[src/hdl/supervisor_pkg.sv]
package supervisor_pkg;
  // Register indices; byte address is four times the index
  localparam logic [9:0] IDX_PWR_CFG   = 10'h0C5;
  localparam logic [9:0] IDX_CAL_VAL   = 10'h0E4;
  localparam logic [9:0] IDX_KILL_KEY  = 10'h0C0;
  localparam logic [9:0] IDX_EXC_CTRL  = 10'h0D0;
  localparam logic [9:0] IDX_RUN_CTRL  = 10'h0D1;
  localparam logic [9:0] IDX_STATUS    = 10'h0E6;
  localparam logic [9:0] IDX_HOURS     = 10'h0E8;
  localparam logic [9:0] IDX_MIN_SEC   = 10'h0E9;

  localparam logic [31:0] KILL_KEY      = 32'h48DB_A399;
  localparam logic [31:0] PWR_CFG_RESET = 32'h0000_0200;
  localparam logic [31:0] KEY_RESET     = 32'h0000_0000;
  localparam int unsigned CFG_MODE_BIT   = 0;
  localparam int unsigned CFG_RATE_LSB   = 4;
  localparam int unsigned CFG_SETTLE_LSB = 8;
  localparam int unsigned EXC_REQ_BIT    = 0;
  localparam int unsigned RUN_SEL_BIT    = 0;

  localparam int unsigned WDT_TIMEOUT_S  = 13;
  localparam int unsigned WDT_OSC_HZ     = 10_000;
  localparam int unsigned WDT_TICKS_DEF  = WDT_TIMEOUT_S * WDT_OSC_HZ;
  localparam int unsigned SLOW_HZ        = 32_768;
  localparam int unsigned SLOW_PER_SEC_DEF = SLOW_HZ;
  localparam int unsigned SS_SLOW_HZ     = 32_000;
  localparam int unsigned FAST_LO_HZ     = 4_000_000;
  localparam int unsigned FAST_HI_HZ     = 8_000_000;
  localparam logic [7:0]  DIV_LO = 8'(FAST_LO_HZ / SS_SLOW_HZ);
  localparam logic [7:0]  DIV_HI = 8'(FAST_HI_HZ / SS_SLOW_HZ);
  localparam logic [1:0]  CAL_LAST_PERIOD = 2'h3;
  localparam logic [7:0]  SEC_MAX = 8'h3B;
  localparam logic [7:0]  MIN_MAX = 8'h3B;
  localparam logic [3:0]  PIN_RESET = 4'h8;
  localparam logic [1:0]  RESP_OKAY = 2'h0;
  localparam logic [1:0]  RESP_SLVERR = 2'h2;

  typedef struct packed {
    logic [17:0] hours;
    logic [7:0]  minutes;
    logic [7:0]  seconds;
  } stamp_s;

  typedef enum logic [1:0] {
    CAL_IDLE,
    CAL_SETTLE,
    CAL_ALIGN,
    CAL_COUNT
  } cal_state_e;
endpackage : supervisor_pkg

[src/hdl/supervisor_service.sv]
`timescale 1ns/1ps
`default_nettype none
module supervisor_service
  import supervisor_pkg::*;
#(
  parameter int unsigned WDT_TICKS    = WDT_TICKS_DEF,
  parameter int unsigned SLOW_PER_SEC = SLOW_PER_SEC_DEF
) (
  input  wire logic        CORE_CLK,
  input  wire logic        RST,
  input  wire logic        CE,
  input  wire logic [11:0] AWADDR,
  input  wire logic        AWVALID,
  output logic             AWREADY,
  input  wire logic [31:0] WDATA,
  input  wire logic [3:0]  WSTRB,
  input  wire logic        WVALID,
  output logic             WREADY,
  output logic [1:0]       BRESP,
  output logic             BVALID,
  input  wire logic        BREADY,
  input  wire logic [11:0] ARADDR,
  input  wire logic        ARVALID,
  output logic             ARREADY,
  output logic [31:0]      RDATA,
  output logic [1:0]       RRESP,
  output logic             RVALID,
  input  wire logic        RREADY,
  input  wire logic        SLOW_OSC_IN,
  input  wire logic        FAST_OSC_IN,
  input  wire logic        WDT_OSC_IN,
  input  wire logic        LOW_POWER_SELECT_PIN,
  input  wire logic        WDT_CLEAR,
  input  wire logic        MEAS_TRIGGER,
  input  wire logic        MEAS_REQ,
  input  wire logic        HOST_CAL_CMD,
  output logic             CHIP_RESET,
  output logic             FAST_OSC_EN,
  output logic             FAST_CLK_READY,
  output logic             LOW_POWER_MODE
);
  localparam int unsigned WDT_W = $clog2(WDT_TICKS + 1);
  localparam int unsigned SPS_W = $clog2(SLOW_PER_SEC + 1);
  localparam logic [WDT_W-1:0] WDT_LAST = WDT_W'(WDT_TICKS - 1);
  localparam logic [SPS_W-1:0] SEC_LAST = SPS_W'(SLOW_PER_SEC - 1);

  function automatic logic [31:0] merge(input logic [31:0] old_v,
                                        input logic [31:0] new_v,
                                        input logic [3:0]  strb);
    logic [31:0] res;
    res = old_v;
    for (int b = 0; b < 4; b++) begin
      if (strb[b]) begin
        res[b*8 +: 8] = new_v[b*8 +: 8];
      end
    end
    return res;
  endfunction : merge

  function automatic logic [6:0] rate_div(input logic [2:0] code);
    logic [6:0] d;
    d = 7'h00;
    unique case (code)
      3'h0: d = 7'h00;
      3'h1: d = 7'h01;
      3'h2: d = 7'h02;
      3'h3: d = 7'h05;
      3'h4: d = 7'h0A;
      3'h5: d = 7'h14;
      3'h6: d = 7'h32;
      3'h7: d = 7'h64;
    endcase
    return d;
  endfunction : rate_div

  // Pin inputs: three flops, a change counts once stages two and three agree
  logic [3:0] pin_in;
  logic [3:0] s1_r;
  logic [3:0] s2_r;
  logic [3:0] s3_r;
  logic [3:0] flt_r;
  logic [3:0] flt_d_r;
  logic [3:0] rise;
  assign pin_in = {LOW_POWER_SELECT_PIN, WDT_OSC_IN, FAST_OSC_IN, SLOW_OSC_IN};
  assign rise   = flt_r & ~flt_d_r;

  for (genvar i = 0; i < 4; i++) begin : g_sync
    always_ff @(posedge CORE_CLK) begin
      if (RST) begin
        s1_r[i]    <= PIN_RESET[i];
        s2_r[i]    <= PIN_RESET[i];
        s3_r[i]    <= PIN_RESET[i];
        flt_r[i]   <= PIN_RESET[i];
        flt_d_r[i] <= PIN_RESET[i];
      end else if (CE) begin
        s1_r[i] <= pin_in[i];
        s2_r[i] <= s1_r[i];
        s3_r[i] <= s2_r[i];
        if (s2_r[i] == s3_r[i]) begin
          flt_r[i] <= s3_r[i];
        end
        flt_d_r[i] <= flt_r[i];
      end
    end
  end

  // Registers
  logic [31:0]  cfg_r;
  logic [31:0]  key_r;
  logic         sel_r;
  logic [31:0]  cal_val_r;
  logic         cal_new_r;
  stamp_s       live_r;
  stamp_s       latch_r;

  logic         low_power_select_pin;
  logic         stamp_mode;
  logic [2:0]   cal_rate;
  logic [3:0]   settle_time;
  assign low_power_select_pin        = flt_r[3];
  assign LOW_POWER_MODE = low_power_select_pin;
  assign stamp_mode     = cfg_r[CFG_MODE_BIT];
  assign cal_rate       = cfg_r[CFG_RATE_LSB +: 3];
  assign settle_time    = cfg_r[CFG_SETTLE_LSB +: 4];

  // AXI4-Lite slave
  logic        aw_have_r;
  logic        w_have_r;
  logic [9:0]  aw_idx_r;
  logic [31:0] wdata_r;
  logic [3:0]  wstrb_r;
  logic        bvalid_r;
  logic [1:0]  bresp_r;
  logic        rvalid_r;
  logic [1:0]  rresp_r;
  logic [31:0] rdata_r;
  logic        do_write;
  logic        do_read;
  logic [9:0]  ar_idx;
  logic        wr_cfg;
  logic        wr_key;
  logic        wr_run;
  logic        wr_exc;
  logic        wr_hit;
  logic        rd_hit;
  logic        rd_cal;
  logic [31:0] rd_data;

  assign AWREADY  = CE & ~aw_have_r & ~bvalid_r;
  assign WREADY   = CE & ~w_have_r & ~bvalid_r;
  assign ARREADY  = CE & ~rvalid_r;
  assign BVALID   = bvalid_r;
  assign BRESP    = bresp_r;
  assign RVALID   = rvalid_r;
  assign RRESP    = rresp_r;
  assign RDATA    = rdata_r;
  assign do_write = CE & aw_have_r & w_have_r & ~bvalid_r;
  assign do_read  = ARVALID & ARREADY;
  assign ar_idx   = ARADDR[11:2];
  assign wr_cfg   = do_write & (aw_idx_r == IDX_PWR_CFG);
  assign wr_key   = do_write & (aw_idx_r == IDX_KILL_KEY);
  assign wr_run   = do_write & (aw_idx_r == IDX_RUN_CTRL);
  assign wr_exc   = do_write & (aw_idx_r == IDX_EXC_CTRL);
  assign wr_hit   = (aw_idx_r == IDX_PWR_CFG) | (aw_idx_r == IDX_KILL_KEY) |
                    (aw_idx_r == IDX_RUN_CTRL) | (aw_idx_r == IDX_EXC_CTRL) |
                    (aw_idx_r == IDX_CAL_VAL) | (aw_idx_r == IDX_STATUS) |
                    (aw_idx_r == IDX_HOURS) | (aw_idx_r == IDX_MIN_SEC);
  assign rd_cal   = do_read & (ar_idx == IDX_CAL_VAL);
  assign rd_hit   = (ar_idx == IDX_PWR_CFG) | (ar_idx == IDX_KILL_KEY) |
                    (ar_idx == IDX_RUN_CTRL) | (ar_idx == IDX_EXC_CTRL) |
                    (ar_idx == IDX_CAL_VAL) | (ar_idx == IDX_STATUS) |
                    (ar_idx == IDX_HOURS) | (ar_idx == IDX_MIN_SEC);
  assign rd_data  =
    (ar_idx == IDX_PWR_CFG)  ? cfg_r :
    (ar_idx == IDX_KILL_KEY) ? key_r :
    (ar_idx == IDX_RUN_CTRL) ? {31'h0, sel_r} :
    (ar_idx == IDX_CAL_VAL)  ? cal_val_r :
    (ar_idx == IDX_STATUS)   ? {28'h0, (key_r != KILL_KEY), FAST_CLK_READY,
                                low_power_select_pin, cal_new_r} :
    (ar_idx == IDX_HOURS)    ? {14'h0, latch_r.hours} :
    (ar_idx == IDX_MIN_SEC)  ? {16'h0, latch_r.minutes,
                                latch_r.seconds} :
    32'h0;

  always_ff @(posedge CORE_CLK) begin
    if (RST) begin
      aw_have_r <= 1'b0;
      w_have_r  <= 1'b0;
      aw_idx_r  <= 10'h000;
      wdata_r   <= 32'h0;
      wstrb_r   <= 4'h0;
      bvalid_r  <= 1'b0;
      bresp_r   <= RESP_OKAY;
    end else if (CE) begin
      if (AWVALID & AWREADY) begin
        aw_have_r <= 1'b1;
        aw_idx_r  <= AWADDR[11:2];
      end
      if (WVALID & WREADY) begin
        w_have_r <= 1'b1;
        wdata_r  <= WDATA;
        wstrb_r  <= WSTRB;
      end
      if (do_write) begin
        aw_have_r <= 1'b0;
        w_have_r  <= 1'b0;
        bvalid_r  <= 1'b1;
        bresp_r   <= wr_hit ? RESP_OKAY : RESP_SLVERR;
      end else if (bvalid_r & BREADY) begin
        bvalid_r <= 1'b0;
      end
    end
  end

  always_ff @(posedge CORE_CLK) begin
    if (RST) begin
      rvalid_r <= 1'b0;
      rresp_r  <= RESP_OKAY;
      rdata_r  <= 32'h0;
    end else if (CE) begin
      if (do_read) begin
        rvalid_r <= 1'b1;
        rresp_r  <= rd_hit ? RESP_OKAY : RESP_SLVERR;
        rdata_r  <= rd_data;
      end else if (rvalid_r & RREADY) begin
        rvalid_r <= 1'b0;
      end
    end
  end

  // Partial writes merge into the key, so several byte-lane writes can build up a matching key
  always_ff @(posedge CORE_CLK) begin
    if (RST) begin
      cfg_r <= PWR_CFG_RESET;
      key_r <= KEY_RESET;
      sel_r <= 1'b0;
    end else if (CE) begin
      if (wr_cfg) begin
        cfg_r <= merge(cfg_r, wdata_r, wstrb_r);
      end
      if (wr_key) begin
        key_r <= merge(key_r, wdata_r, wstrb_r);
      end
      if (wr_run & wstrb_r[0]) begin
        sel_r <= wdata_r[RUN_SEL_BIT];
      end
    end
  end

  // Watchdog on the 10 kHz oscillator ticks
  logic             wdt_en;
  logic [WDT_W-1:0] wdt_cnt_r;
  logic             chip_rst_r;
  assign wdt_en     = (key_r != KILL_KEY);
  assign CHIP_RESET = chip_rst_r;

  always_ff @(posedge CORE_CLK) begin
    if (RST) begin
      wdt_cnt_r  <= '0;
      chip_rst_r <= 1'b0;
    end else if (CE) begin
      chip_rst_r <= 1'b0;
      if (WDT_CLEAR | ~wdt_en) begin
        wdt_cnt_r <= '0;
      end else if (rise[2]) begin
        if (wdt_cnt_r == WDT_LAST) begin
          wdt_cnt_r  <= '0;
          chip_rst_r <= 1'b1;
        end else begin
          wdt_cnt_r <= wdt_cnt_r + 1'b1;
        end
      end
    end
  end

  // Slow tick: slow oscillator, or divided fast clock in single source
  logic [7:0]       div_cnt_r;
  logic [7:0]       div_last;
  logic             div_tick;
  logic             slow_tick;
  logic [SPS_W-1:0] sec_cnt_r;
  logic             sec_tick;
  assign div_last  = (sel_r ? DIV_HI : DIV_LO) - 8'h01;
  assign div_tick  = rise[1] & (div_cnt_r == div_last);
  assign slow_tick = low_power_select_pin ? rise[0] : div_tick;
  assign sec_tick  = low_power_select_pin & slow_tick & (sec_cnt_r == SEC_LAST);

  always_ff @(posedge CORE_CLK) begin
    if (RST) begin
      div_cnt_r <= 8'h00;
      sec_cnt_r <= '0;
    end else if (CE) begin
      if (rise[1]) begin
        div_cnt_r <= div_tick ? 8'h00 : div_cnt_r + 8'h01;
      end
      if (low_power_select_pin & slow_tick) begin
        sec_cnt_r <= sec_tick ? '0 : sec_cnt_r + 1'b1;
      end
    end
  end

  // Elapsed time counter and its latch
  logic stamp_req;
  logic stamp_load;
  assign stamp_req  = wr_exc & wstrb_r[0] & wdata_r[EXC_REQ_BIT];
  assign stamp_load = stamp_req | (stamp_mode & sec_tick);

  always_ff @(posedge CORE_CLK) begin
    if (RST) begin
      live_r  <= '0;
      latch_r <= '0;
    end else if (CE) begin
      if (sec_tick) begin
        if (live_r.seconds != SEC_MAX) begin
          live_r.seconds <= live_r.seconds + 8'h01;
        end else begin
          live_r.seconds <= 8'h00;
          if (live_r.minutes != MIN_MAX) begin
            live_r.minutes <= live_r.minutes + 8'h01;
          end else begin
            live_r.minutes <= 8'h00;
            live_r.hours   <= live_r.hours + 18'h00001;
          end
        end
      end
      if (stamp_load) begin
        latch_r <= live_r;
      end
    end
  end

  // Fast oscillator control and settling
  cal_state_e  cal_state_r;
  logic [3:0]  settle_cnt_r;
  logic        ready_r;
  assign FAST_OSC_EN = ~low_power_select_pin | MEAS_REQ |
                       (cal_state_r != CAL_IDLE);
  assign FAST_CLK_READY = ready_r;

  always_ff @(posedge CORE_CLK) begin
    if (RST) begin
      settle_cnt_r <= 4'h0;
      ready_r      <= 1'b0;
    end else if (CE) begin
      if (~FAST_OSC_EN) begin
        settle_cnt_r <= 4'h0;
        ready_r      <= 1'b0;
      end else if (settle_cnt_r >= settle_time) begin
        ready_r <= 1'b1;
      end else if (slow_tick) begin
        settle_cnt_r <= settle_cnt_r + 4'h1;
      end
    end
  end

  // Calibration scheduling and measurement
  logic [6:0]  trig_cnt_r;
  logic [6:0]  div_n;
  logic        seq_req;
  logic        cal_start;
  logic [1:0]  period_r;
  logic [15:0] fast_cnt_r;
  logic        cal_done;
  assign div_n     = rate_div(cal_rate);
  assign seq_req   = MEAS_TRIGGER & (div_n != 7'h00) &
                     ((trig_cnt_r + 7'h01) >= div_n);
  assign cal_start = (seq_req | HOST_CAL_CMD) &
                     (cal_state_r == CAL_IDLE);
  assign cal_done  = (cal_state_r == CAL_COUNT) & slow_tick &
                     (period_r == CAL_LAST_PERIOD);

  always_ff @(posedge CORE_CLK) begin
    if (RST) begin
      trig_cnt_r <= 7'h00;
    end else if (CE & MEAS_TRIGGER) begin
      trig_cnt_r <= (seq_req | (div_n == 7'h00)) ? 7'h00 : trig_cnt_r + 7'h01;
    end
  end

  always_ff @(posedge CORE_CLK) begin
    if (RST) begin
      cal_state_r <= CAL_IDLE;
      period_r    <= 2'h0;
      fast_cnt_r  <= 16'h0000;
    end else if (CE) begin
      unique case (cal_state_r)
        CAL_IDLE:   if (cal_start) cal_state_r <= CAL_SETTLE;
        CAL_SETTLE: if (ready_r) cal_state_r <= CAL_ALIGN;
        CAL_ALIGN: begin
          period_r   <= 2'h0;
          fast_cnt_r <= 16'h0000;
          if (slow_tick) cal_state_r <= CAL_COUNT;
        end
        CAL_COUNT: begin
          if (rise[1]) fast_cnt_r <= fast_cnt_r + 16'h0001;
          if (slow_tick) period_r <= period_r + 2'h1;
          if (cal_done) cal_state_r <= CAL_IDLE;
        end
      endcase
    end
  end

  // Fresh result wins over a clearing read in the same cycle
  always_ff @(posedge CORE_CLK) begin
    if (RST) begin
      cal_val_r <= 32'h0;
      cal_new_r <= 1'b0;
    end else if (CE) begin
      if (cal_done) begin
        cal_val_r <= {fast_cnt_r, 16'h0000};
        cal_new_r <= 1'b1;
      end else if (rd_cal) begin
        cal_new_r <= 1'b0;
      end
    end
  end
endmodule : supervisor_service
`default_nettype wire

[config.mk]
export PLATFORM = sky130hd
export DESIGN_NAME = supervisor_service
export DESIGN_NICKNAME = d
export VERILOG_FILES = /design/src/hdl/supervisor_pkg.sv /design/src/hdl/supervisor_service.sv
export SDC_FILE = /design/constraint.sdc
export NUM_CORES = 1
export LEC_CHECK = 0
export BUFFER_PORTS_ARGS = -buffer_cell sky130_fd_sc_hd__buf_2
export CELL_PAD_IN_SITES_DETAIL_PLACEMENT = 1
export CELL_PAD_IN_SITES_GLOBAL_PLACEMENT = 2
export CORE_ASPECT_RATIO = 1.4
export CORE_UTILIZATION = 37
export CTS_CLUSTER_DIAMETER = 80
export DETAILED_ROUTE_END_ITERATION = 16
export GPL_TIMING_DRIVEN = 0
export PLACE_DENSITY_LB_ADDON = 0.12
export RECOVER_POWER = 100
export SYNTH_ARGS = -nofsm -noshare
export SYNTH_HDL_FRONTEND = slang
export SYNTH_SLANG_ARGS = --single-unit
[constraint.sdc]
create_clock -name CORE_CLK -period 2.94 [get_ports CORE_CLK]
set_input_delay 0.147 -clock CORE_CLK [delete_from_list [all_inputs] [get_ports CORE_CLK]]
set_output_delay 0.147 -clock CORE_CLK [all_outputs]
set_load 0.005 [all_outputs]
==> flow_summary.ini, run 1 <==
[status]
status = completed

[grt]
grt_pass1_wl_um = 76700
grt_max_degree = 14
grt_antenna_before_repair = 2
grt_pass1_vias = 13400
use_met3_pct = 2.92
overflow = 0
gr-usage-all-layers_pct = 25.2
busiest_layer = met2
grtUsageMet1_pct = 29.3
grt_use_met2_pct = 45.8

[cts]
clkTransAtPathRegs_ns = 0.06
cts-root-buf = clkbuf_16
htreeDepth = 2
numCtsBuffers = 37
clock_latency_ns = 0.55
clock_sinks = 334
clockBufferDepth = 3
cts_tree = built

[timing]
max_freq_ghz = 0.364
slew_headroom_pct = 25.1
fin_ws_ns = 0.192
hold_viol_final = 0
grt_setup_unrepaired = no
slew_violations = 0
holdWs_ns = 0.0449
tightestPinTransition_ns = 1.12
fin_skew_ns = 0.0201
layout_min_cycle_time_ns = 2.75
finalCritPeriodShare_pct = 93.5
tns_ns = 0
setup_violations = 0

[worst_setup_path]
path_class = register to register
worst-path-buf-inv = 2
crit_end = div_n[1]
crit_path_start_kind = register
cp.depth = 9
r2r_end = div_n[1]
cp.required_ns = 3.36
crit_family = simple AND/OR/NAND/NOR gates
worstPathMaxFanout = 10
crit_slowest_cell = nor2_4
reg2reg_from = BVALID
rr_worst_depth = 9
setup.worst_path.end_class = register
max_stage_delay_ns = 0.35
crit_chain = and4b_1, buf_2, nand4b_1, nor2_4, clkbuf_2, nand2_1, a21oi_1, ha_1, a2bb2oi_1
r2r_slack_ns = 0.19
crit_start = BVALID
cp.arrival_ns = 3.17

[synth]
synth_top_area_cell = dfxtp_1
synth_area_per_cell_um2 = 8.62
synth_cell_types = 79
yosysWarnings = 0
syn_area_mm2 = 0.0145
yosys.area.top_type_share_pct = 46.1
ys_top_cells_by_area = dfxtp_1 (46%), mux2i_1 (7.5%), nand2_1 (6.9%), nor2_1 (5.7%), a21oi_1 (5.3%)
synth_edf_count = 0
synthArstFlopShare_pct = 0
yosysSeqAreaShare_pct = 46.1
ys_ff_latch = 334
synthFlopType = dfxtp_1
syn_inst = 1681

[floorplanning]
die-area_mm2 = 0.0400
fp-row-count = 85
dieHeight_um = 236
pin_count = 121
start_util_pct = 37.6
core_mm2 = 0.0385
fp.dieW_um = 169

[drt]
drt_iter0_drc = 654
remaining_drc_errors = 0
ant_nets = 0
drt_first_pass_iters = 6
finalWirelength_um = 49800
via_per_inst = 5.28
wl_per_cell_um = 20.5
dr_total_vias = 12900

[finish]
finish.net_count = 1991
regArea_mm2 = 0.00669
finalNonFillerCells = 2435
multi_input_area_mm2 = 0.00725
drive_gt1_share_pct = 9.68
area_growth_pct = 20.3
post-route-util_pct = 45.3
fillers = 4644

[place]
io_buffers = 113
dp.cells = 2317
dp_slack_ns = -0.135
dp_hpwl_um = 37500
gp_congestion = 0.892

[power_and_ir_drop]
leakagePower_nw = 6.84
share_seq_of_total_power_pct = 46.7
intPower_mw = 7.66
ir_worst_vdd_mv = 0.366
share_comb_of_total_power_pct = 5.6
clockPowerShare_pct = 47.7
p_per_area_mw_per_mm2 = 573
switching_share_pct = 23.3
power.switching_mw = 2.33

[hold_path]
min_path_type = input port to register

[job]
maxCapViolCount = 0
-- synth_stat cells, drive strengths merged, types with 17 or more instances --
master,count
a21oi,153
a221oi,17
clkbuf,71
dfxtp,334
ha,27
inv,35
mux2i,109
nand2,267
nand3,41
nand4,30
nor2,220
nor3,24
o21ai,63
xnor2,27
xor2,45
-- how the worst min path moves through the flow --
| stage | start | to | cells after the start |
|---|---|---|---|
| 3_5_place_dp | WDATA[28] | wdata_r[28] | 3 |
| 2_1_floorplan | LOW_POWER_SELECT_PIN | s1_r[3] | 2 |
| 6_report | AWVALID | aw_idx_r[9] | 4 |
| 4_1_cts | AWVALID | aw_idx_r[9] | 4 |
| 3_3_place_gp | LOW_POWER_SELECT_PIN | s1_r[3] | 3 |
| 5_1_grt | AWVALID | aw_idx_r[9] | 4 |
-- tightest hold or removal path, stage by stage --
cell,delay (ns)
buf_2,0.10
and2_1,0.14
nand2_1,0.08
a21oi_1,0.06
-- per-layer routing --
layer,vias up,wire length [µm]
li1,6270,-
met1,6241,20500
met2,249,25500
met3,102,1560
met4,4,2230
met5,-,23
-- cells in the final DEF, fill, tap and decap left out, drive strengths merged, types with 9 or more instances in the layout --
| cell | netlist | routed |
|---|---|---|
| dfxtp | 334 | 334 |
| nand2 | 267 | 267 |
| nor2 | 220 | 220 |
| clkbuf | 71 | 156 |
| a21oi | 153 | 153 |
| mux2i | 109 | 109 |
| buf | 16 | 99 |
| o21ai | 63 | 63 |
| dlygate4sd3 | 0 | 52 |
| xor2 | 45 | 45 |
| nand3 | 41 | 41 |
| inv | 35 | 36 |
| nand4 | 30 | 30 |
| xnor2 | 27 | 27 |
| ha | 27 | 27 |
| nor3 | 24 | 24 |
| a221oi | 17 | 17 |
| or3 | 16 | 16 |
| nor4 | 15 | 15 |
| and3 | 14 | 14 |
| a31oi | 9 | 9 |
| nand2b | 9 | 9 |
| a311oi | 9 | 9 |
| a21o | 9 | 9 |
| a211oi | 9 | 9 |
| a22oi | 9 | 9 |
| and2 | 9 | 9 |
-- state kept, by name, indices dropped and copies added (netlist names), 4 cells and up --
| name | flops |
|---|---|
| live_r | 34 |
| div_n | 7 |
| sec_cnt_r | 16 |
| wstrb_r | 4 |
| aw_idx_r | 10 |
| wdata_r | 32 |
| latch_r | 34 |
| RDATA | 32 |
| s3_r | 4 |
| settle_cnt_r | 4 |
| fast_cnt_r | 16 |
| key_r | 32 |
| cfg_r | 32 |
| trig_cnt_r | 7 |
| cal_val_r | 16 |
| s1_r | 4 |
| div_cnt_r | 8 |
| s2_r | 4 |
| wdt_cnt_r | 17 |
-- power by group through the flow --
| stage | Sequential [mW] | Clock, mW | Combinational [mW] |
|---|---|---|---|
| final | 4.67 | 4.76 | 0.562 |
| after global routing | 4.67 | 5.05 | 0.619 |
| after CTS | 4.67 | 4.88 | 0.571 |
| after detailed placement | 4.77 | 0 | 0.515 |
| after global placement | 4.77 | 0 | 0.507 |
| after floorplan | 4.74 | 0 | 0.276 |
-- stage by stage --
stage,instance area (µm²),power [mW]
finish,17400,9.99
global route,17400,10.3
CTS,17500,10.1
detailed placement,15700,5.28
global placement,15700,5.27
floorplan,14500,5.02
-- kinds of logic (layout without fill, tap and decap cells) --
| family | Yosys count | count (layout) | share of synthesized area, % |
|---|---|---|---|
| AND/OR/NAND/NOR | 706 | 706 | 22.9 |
| flip-flops | 334 | 334 | 46.1 |
| AO/OA/AOI/OAI | 309 | 309 | 12.9 |
| buffers and inverters | 123 | 353 | 3.82 |
| multiplexers | 109 | 109 | 7.53 |
| XOR/XNOR | 72 | 72 | 4.35 |
| adder cells (fa/ha/maj) | 27 | 27 | 2.33 |
| other | 1 | 3 | 0.0259 |
-- repair_timing --
action,4_1_cts,5_1_grt
hold endpoints to repair,52,0
hold buffers,52,0
resized for setup,4,6
buffers inserted,0,2
setup endpoints to repair,38,39
pin swaps,0,4
-- cell type report --
type | count | area share [%]
multi-input cells | 1225 | 41.6
flip-flops and latches | 334 | 38.4
clock buffers | 53 | 6.30
repair buffers | 167 | 6.13
well taps | 522 | 3.75
plain buffers | 87 | 2.35
inverters | 36 | 0.775
clock inverters | 10 | 0.739
diodes | 1 | 0.0144
Note: power is estimated with default switching activity, not from simulation.
==> run 2, diff against run 1 <==
CORE_UTILIZATION = 38   (was 37)
CTS_BUF_LIST = sky130_fd_sc_hd__clkbuf_8   (was default)
==> run 2 against run 1 <==
Compared with the run above: the run now ends with max-capacitance violations, max-slew violations left; global-route usage up 0.33 points; die area is 2.6% lower; register-to-register slack worse by 0.09 ns; first-iteration DRC count is 2.6% higher; combinational power shrank 0.7%; sequential cell count stayed put; final cell count is 0.37% lower; design area fell by 1.0%; fmax decreased by 3.1%; critical path type unchanged; critical endpoint is now settle_cnt_r[0].
==> flow_summary.ini, run 2 (synthesis results as in run 1) <==
[status]
status = finished, violations left
violations = max-capacitance violations, max-slew violations

[grt]
grt_max_degree = 15
grt_antenna_before_repair = 2
gr-usage-all-layers_pct = 25.6
grt_pass1_wl_um = 76000
grt_pass1_vias = 13600
overflow = 0

[timing]
slew_headroom_pct = -17.1
fin_ws_ns = 0.105
tightestPinTransition_ns = 1.74
fin_skew_ns = 0.0450
finalCritPeriodShare_pct = 96.4
max_freq_ghz = 0.353
slew_violations = 10
hold_viol_final = 0
grt_setup_unrepaired = yes
tns_ns = 0
holdWs_ns = 0.0324
layout_min_cycle_time_ns = 2.83
setup_violations = 0

[finish]
final_common_cell = dfxtp_1
largestRegisters = latch_r x34, live_r x34
drive_gt1_share_pct = 10.9
post-route-util_pct = 46.0
finish.net_count = 2011
final_cell_mix = dfxtp_1 (334), nand2_1 (267), nor2_1 (218)
area_growth_pct = 19.1
antenna_cells = 0

[drt]
via_per_inst = 5.34
ant_nets = 0
finalWirelength_um = 49400
dr_total_vias = 13000
wl_per_cell_um = 20.4
drt_first_pass_iters = 4
remaining_drc_errors = 0
drt_iter0_drc = 671

[power_and_ir_drop]
power.switching_mw = 2.35
clockPowerShare_pct = 44.3
leakagePower_nw = 6.90
intPower_mw = 7.02
p_per_area_mw_per_mm2 = 543
ir_worst_vdd_mv = 0.370
share_seq_of_total_power_pct = 49.8
share_comb_of_total_power_pct = 5.9
switching_share_pct = 25.1

[worst_setup_path]
worstPathMaxFanout = 6
reg2reg_from = sel_r
setup.worst_path.end_class = register
path_class = register to register
cp.required_ns = 3.41
r2r_end = settle_cnt_r[0]
cp.arrival_ns = 3.30
crit_path_start_kind = register
r2r_slack_ns = 0.11
rr_worst_depth = 6

[floorplanning]
core_mm2 = 0.0375
fp.dieW_um = 167
fp-row-count = 84
start_util_pct = 38.6
die-area_mm2 = 0.0389
dieHeight_um = 233
pin_count = 121

[hold_path]
hold_depth = 5
hp-start = MEAS_TRIGGER
hold_end = cal_state_r[0]
min_path_type = input port to register

[cts]
numCtsBuffers = 56
cts-root-buf = clkbuf_8
cts_tree = built
clockBufferDepth = 3
clkTransAtPathRegs_ns = 0.06
htreeDepth = 2
clock_latency_ns = 0.64
clock_sinks = 334

[place]
dp_hpwl_um = 37200
gp_congestion = 0.884
io_buffers = 113
dp_slack_ns = -0.0735

[job]
maxCapViolCount = 1
==> run 2: layout make-up <==
| type | instances | area [µm²] |
|---|---|---|
| Timing Repair Buffer | 168 | 1080 |
| Sequential cell | 334 | 6690 |
| Fill cell | 4541 | 20300 |
| Tap cell | 473 | 592 |
| Inverter | 36 | 135 |
| Multi-Input combinational cell | 1225 | 7230 |
| Clock buffer | 73 | 1000 |
| Clock inverter | 30 | 130 |
| Buffer | 87 | 390 |
==> run 2: worst max path at each step <==
stage,startpoint,end,slack [ns],cells past startpoint
floorplan,trig_cnt_r[0],cal_state_r[1],0.58,11
global placement,BVALID,div_n[4],-0.05,9
detailed placement,BVALID,div_n[4],-0.07,9
CTS,key_r[25],wdt_cnt_r[15],0.03,6
global route,trig_cnt_r[0],trig_cnt_r[5],-0.01,12
finish,sel_r,settle_cnt_r[0],0.11,6
==> run 2: power groups by stage <==
stage | sequential (mW) | clock [mW] | combinational [mW]
2_1_floorplan | 4.74 | 0 | 0.276
3_3_place_gp | 4.77 | 0 | 0.502
3_5_place_dp | 4.77 | 0 | 0.512
4_1_cts | 4.67 | 4.28 | 0.568
5_1_grt | 4.67 | 4.46 | 0.614
6_report | 4.67 | 4.15 | 0.558
==> run 2: what timing repair did <==
item                       in CTS  in global routing
setup buffers                   0                  2
hold buffers                   53                  0
hold endpoints to repair       52                  0
setup endpoints to repair      12                 23
resized for setup               2                  7
pin swaps                       0                  2
==> run 2: metrics by stage <==
step                cells  power, mW  area, µm²
floorplan            1682       5.02      14500
global placement     2268       5.27      15700
detailed placement   2268       5.28      15700
CTS                  2424       9.51      17300
global route         2426       9.75      17300
finish               2426       9.38      17300
==> run 2: routing by layer <==
metal / share of wire [%] / vias up / track usage (%)
met2: 50 / 246 / 46.8
li1: - / 6308 / -
met4: 5.4 / 4 / 13.9
met3: 3.5 / 118 / 3.61
met5: 0.047 / - / 0
met1: 41 / 6277 / 28.4
==> run 2: critical path, stage by stage, from the launching register on <==
cell       delay [ns]
dfxtp_1          0.41
or4b_1           0.56
a2111oi_1        0.62
o21ai_0          0.31
a211oi_2         0.49
mux2i_1          0.24
nor2_1           0.05
==> run 3, diff against run 2 <==
BUFFER_PORTS_ARGS = default   (was -buffer_cell sky130_fd_sc_hd__buf_2)
CORE_UTILIZATION = 40   (was 38)
DONT_BUFFER_PORTS = 1   (was default)
==> run 3 against run 2 <==
Compared with the run above: the run still ends with max-capacitance violations, max-slew violations left; sequential share of layout area rose by 0.43 points; wire length rose by 0.96%; fmax rose by 1.5%; clock power rose by 5%; first-iteration DRC count fell by 0.75%; worst hold slack got worse by 0.0045 ns; combinational power fell by 8.2%; sequential cell count did not move; utilization rose by 1.8 points; worst setup slack improved by 0.042 ns; power rose by 1.5%.
==> flow_summary.ini, run 3 (synthesis results as in run 1) <==
[job]
maxCapViolCount = 1

[grt]
grt_use_met2_pct = 49.8
grt_antenna_before_repair = 2
grt_pass1_vias = 13200
use_met3_pct = 5.17
grt_pass1_wl_um = 75800
grt_max_degree = 15
grtUsageMet1_pct = 29.3
overflow = 0
gr-usage-all-layers_pct = 27.1
busiest_layer = met2

[worst_setup_path]
reg2reg_from = sel_r
crit_family = compound AO/OA/AOI/OAI gates
cp.required_ns = 3.44
worstPathMaxFanout = 6
worst-path-buf-inv = 0
r2r_end = settle_cnt_r[3]
max_stage_delay_ns = 0.68
setup.worst_path.end_class = register
crit_chain = or4b_1, a2111oi_4, o21ai_1, a211oi_1, nand4_1, mux2i_1
r2r_slack_ns = 0.15
path_class = register to register
crit_slowest_cell = a211oi_1
cp.arrival_ns = 3.29
crit_path_start_kind = register
rr_worst_depth = 6

[drt]
remaining_drc_errors = 0
ant_nets = 0
drt_first_pass_iters = 5
wl_per_cell_um = 21.4
drt_iter0_drc = 666
finalWirelength_um = 49800
dr_total_vias = 12700
via_per_inst = 5.46

[finish]
finish.net_count = 1924
post-route-util_pct = 47.8
final_cell_mix = dfxtp_1 (333), nand2_1 (267), nor2_1 (218)
area_growth_pct = 17.8
final_common_cell = dfxtp_1
drive_gt1_share_pct = 6.91
largestRegisters = latch_r x34, live_r x34

[power_and_ir_drop]
ir_worst_vdd_mv = 0.345
leakagePower_nw = 6.66
p_total_mw = 9.52
p_per_area_mw_per_mm2 = 558

[floorplanning]
pin_count = 121
dieHeight_um = 227
core_mm2 = 0.0357
fp.dieW_um = 163
fp-row-count = 82
start_util_pct = 40.6
die-area_mm2 = 0.0370

[timing]
layout_min_cycle_time_ns = 2.79
grt_setup_unrepaired = no
fin_ws_ns = 0.147
slew_headroom_pct = -14.6
fin_skew_ns = 0.0188
tightestPinTransition_ns = 1.70
hold_viol_final = 0
finalCritPeriodShare_pct = 95.0
max_freq_ghz = 0.358
setup_violations = 0
slew_violations = 10

[cts]
htreeDepth = 2
cts-root-buf = clkbuf_8
numCtsBuffers = 55
cts_tree = built
clkTransAtPathRegs_ns = 0.06
clock_latency_ns = 0.63
clock_sinks = 334
clockBufferDepth = 3

[place]
dp_slack_ns = -0.102
dp_hpwl_um = 36800
io_buffers = 0
gp_congestion = 0.893

[hold_path]
hold_depth = 3
min_path_type = input port to register
hold_end = flt_r[2]
hp-start = CE

[status]
status = finished, violations left
violations = max-capacitance violations, max-slew violations
## run 3: cell type report
class                      instances  area, µm²
antenna                            2       5.00
clock buffer                      76       1050
clock inverter                    26        143
buffer                            86        403
multi-input combinational       1225       7250
inverter                          36        135
tap                              462        578
sequential                       334       6690
timing repair buffer              83        823
fill                            4260      18600
## run 3: worst max-delay path by stage
stage	startpoint	endpoint	slack (ns)	cells after the start
floorplan	trig_cnt_r[0]	cal_state_r[1]	0.58	11
global placement	LOW_POWER_MODE	latch_r[4]	-0.08	8
detailed placement	LOW_POWER_MODE	latch_r[33]	-0.10	8
CTS	trig_cnt_r[0]	cal_state_r[1]	0.01	11
global route	trig_cnt_r[0]	cal_state_r[1]	0.01	11
finish	sel_r	settle_cnt_r[3]	0.15	6
## run 3: routing by layer
metal	wire, µm	up-vias	share of wire [%]
met4	2480	2	5.0
met3	2710	115	5.4
met5	13	-	0.026
met1	19200	6198	39
li1	-	6136	-
met2	25400	276	51
## run 3: per-stage QoR
step / std cells / area (µm²) / TNS (ns) / hold slack, ns
global placement: 2144 / 15100 / -1.66 / 0.279
global route: 2329 / 17100 / 0 / 0.0503
floorplan: 1682 / 14500 / 0 / 0.275
CTS: 2326 / 17100 / 0 / 0.00449
detailed placement: 2144 / 15100 / -1.87 / 0.290
finish: 2330 / 17100 / 0 / 0.0279
## run 3: power breakdown
group          leakage, nW  internal (mW)  switching (mW)
clock                0.670           2.38            1.96
sequential            2.70           4.60          0.0763
combinational         3.29          0.184           0.327
total                 6.66           7.16            2.36
## run 3: repair_timing
item / in CTS / in global routing
pin swaps: 0 / 2
hold buffers: 80 / 0
gates resized for setup: 3 / 8
gates cloned: 0 / 0
setup endpoints to repair: 32 / 58
hold endpoints to repair: 68 / 0
setup buffers: 0 / 3
## run 3: worst register-to-register path, delay by kind of cell (launching register included)
| family | cells | cell delay [ns] |
|---|---|---|
| multiplexers | 1 | 0.16 |
| AND/OR/NAND/NOR | 2 | 0.84 |
| flip-flops | 1 | 0.42 |
| AO/OA/AOI/OAI | 3 | 1.26 |
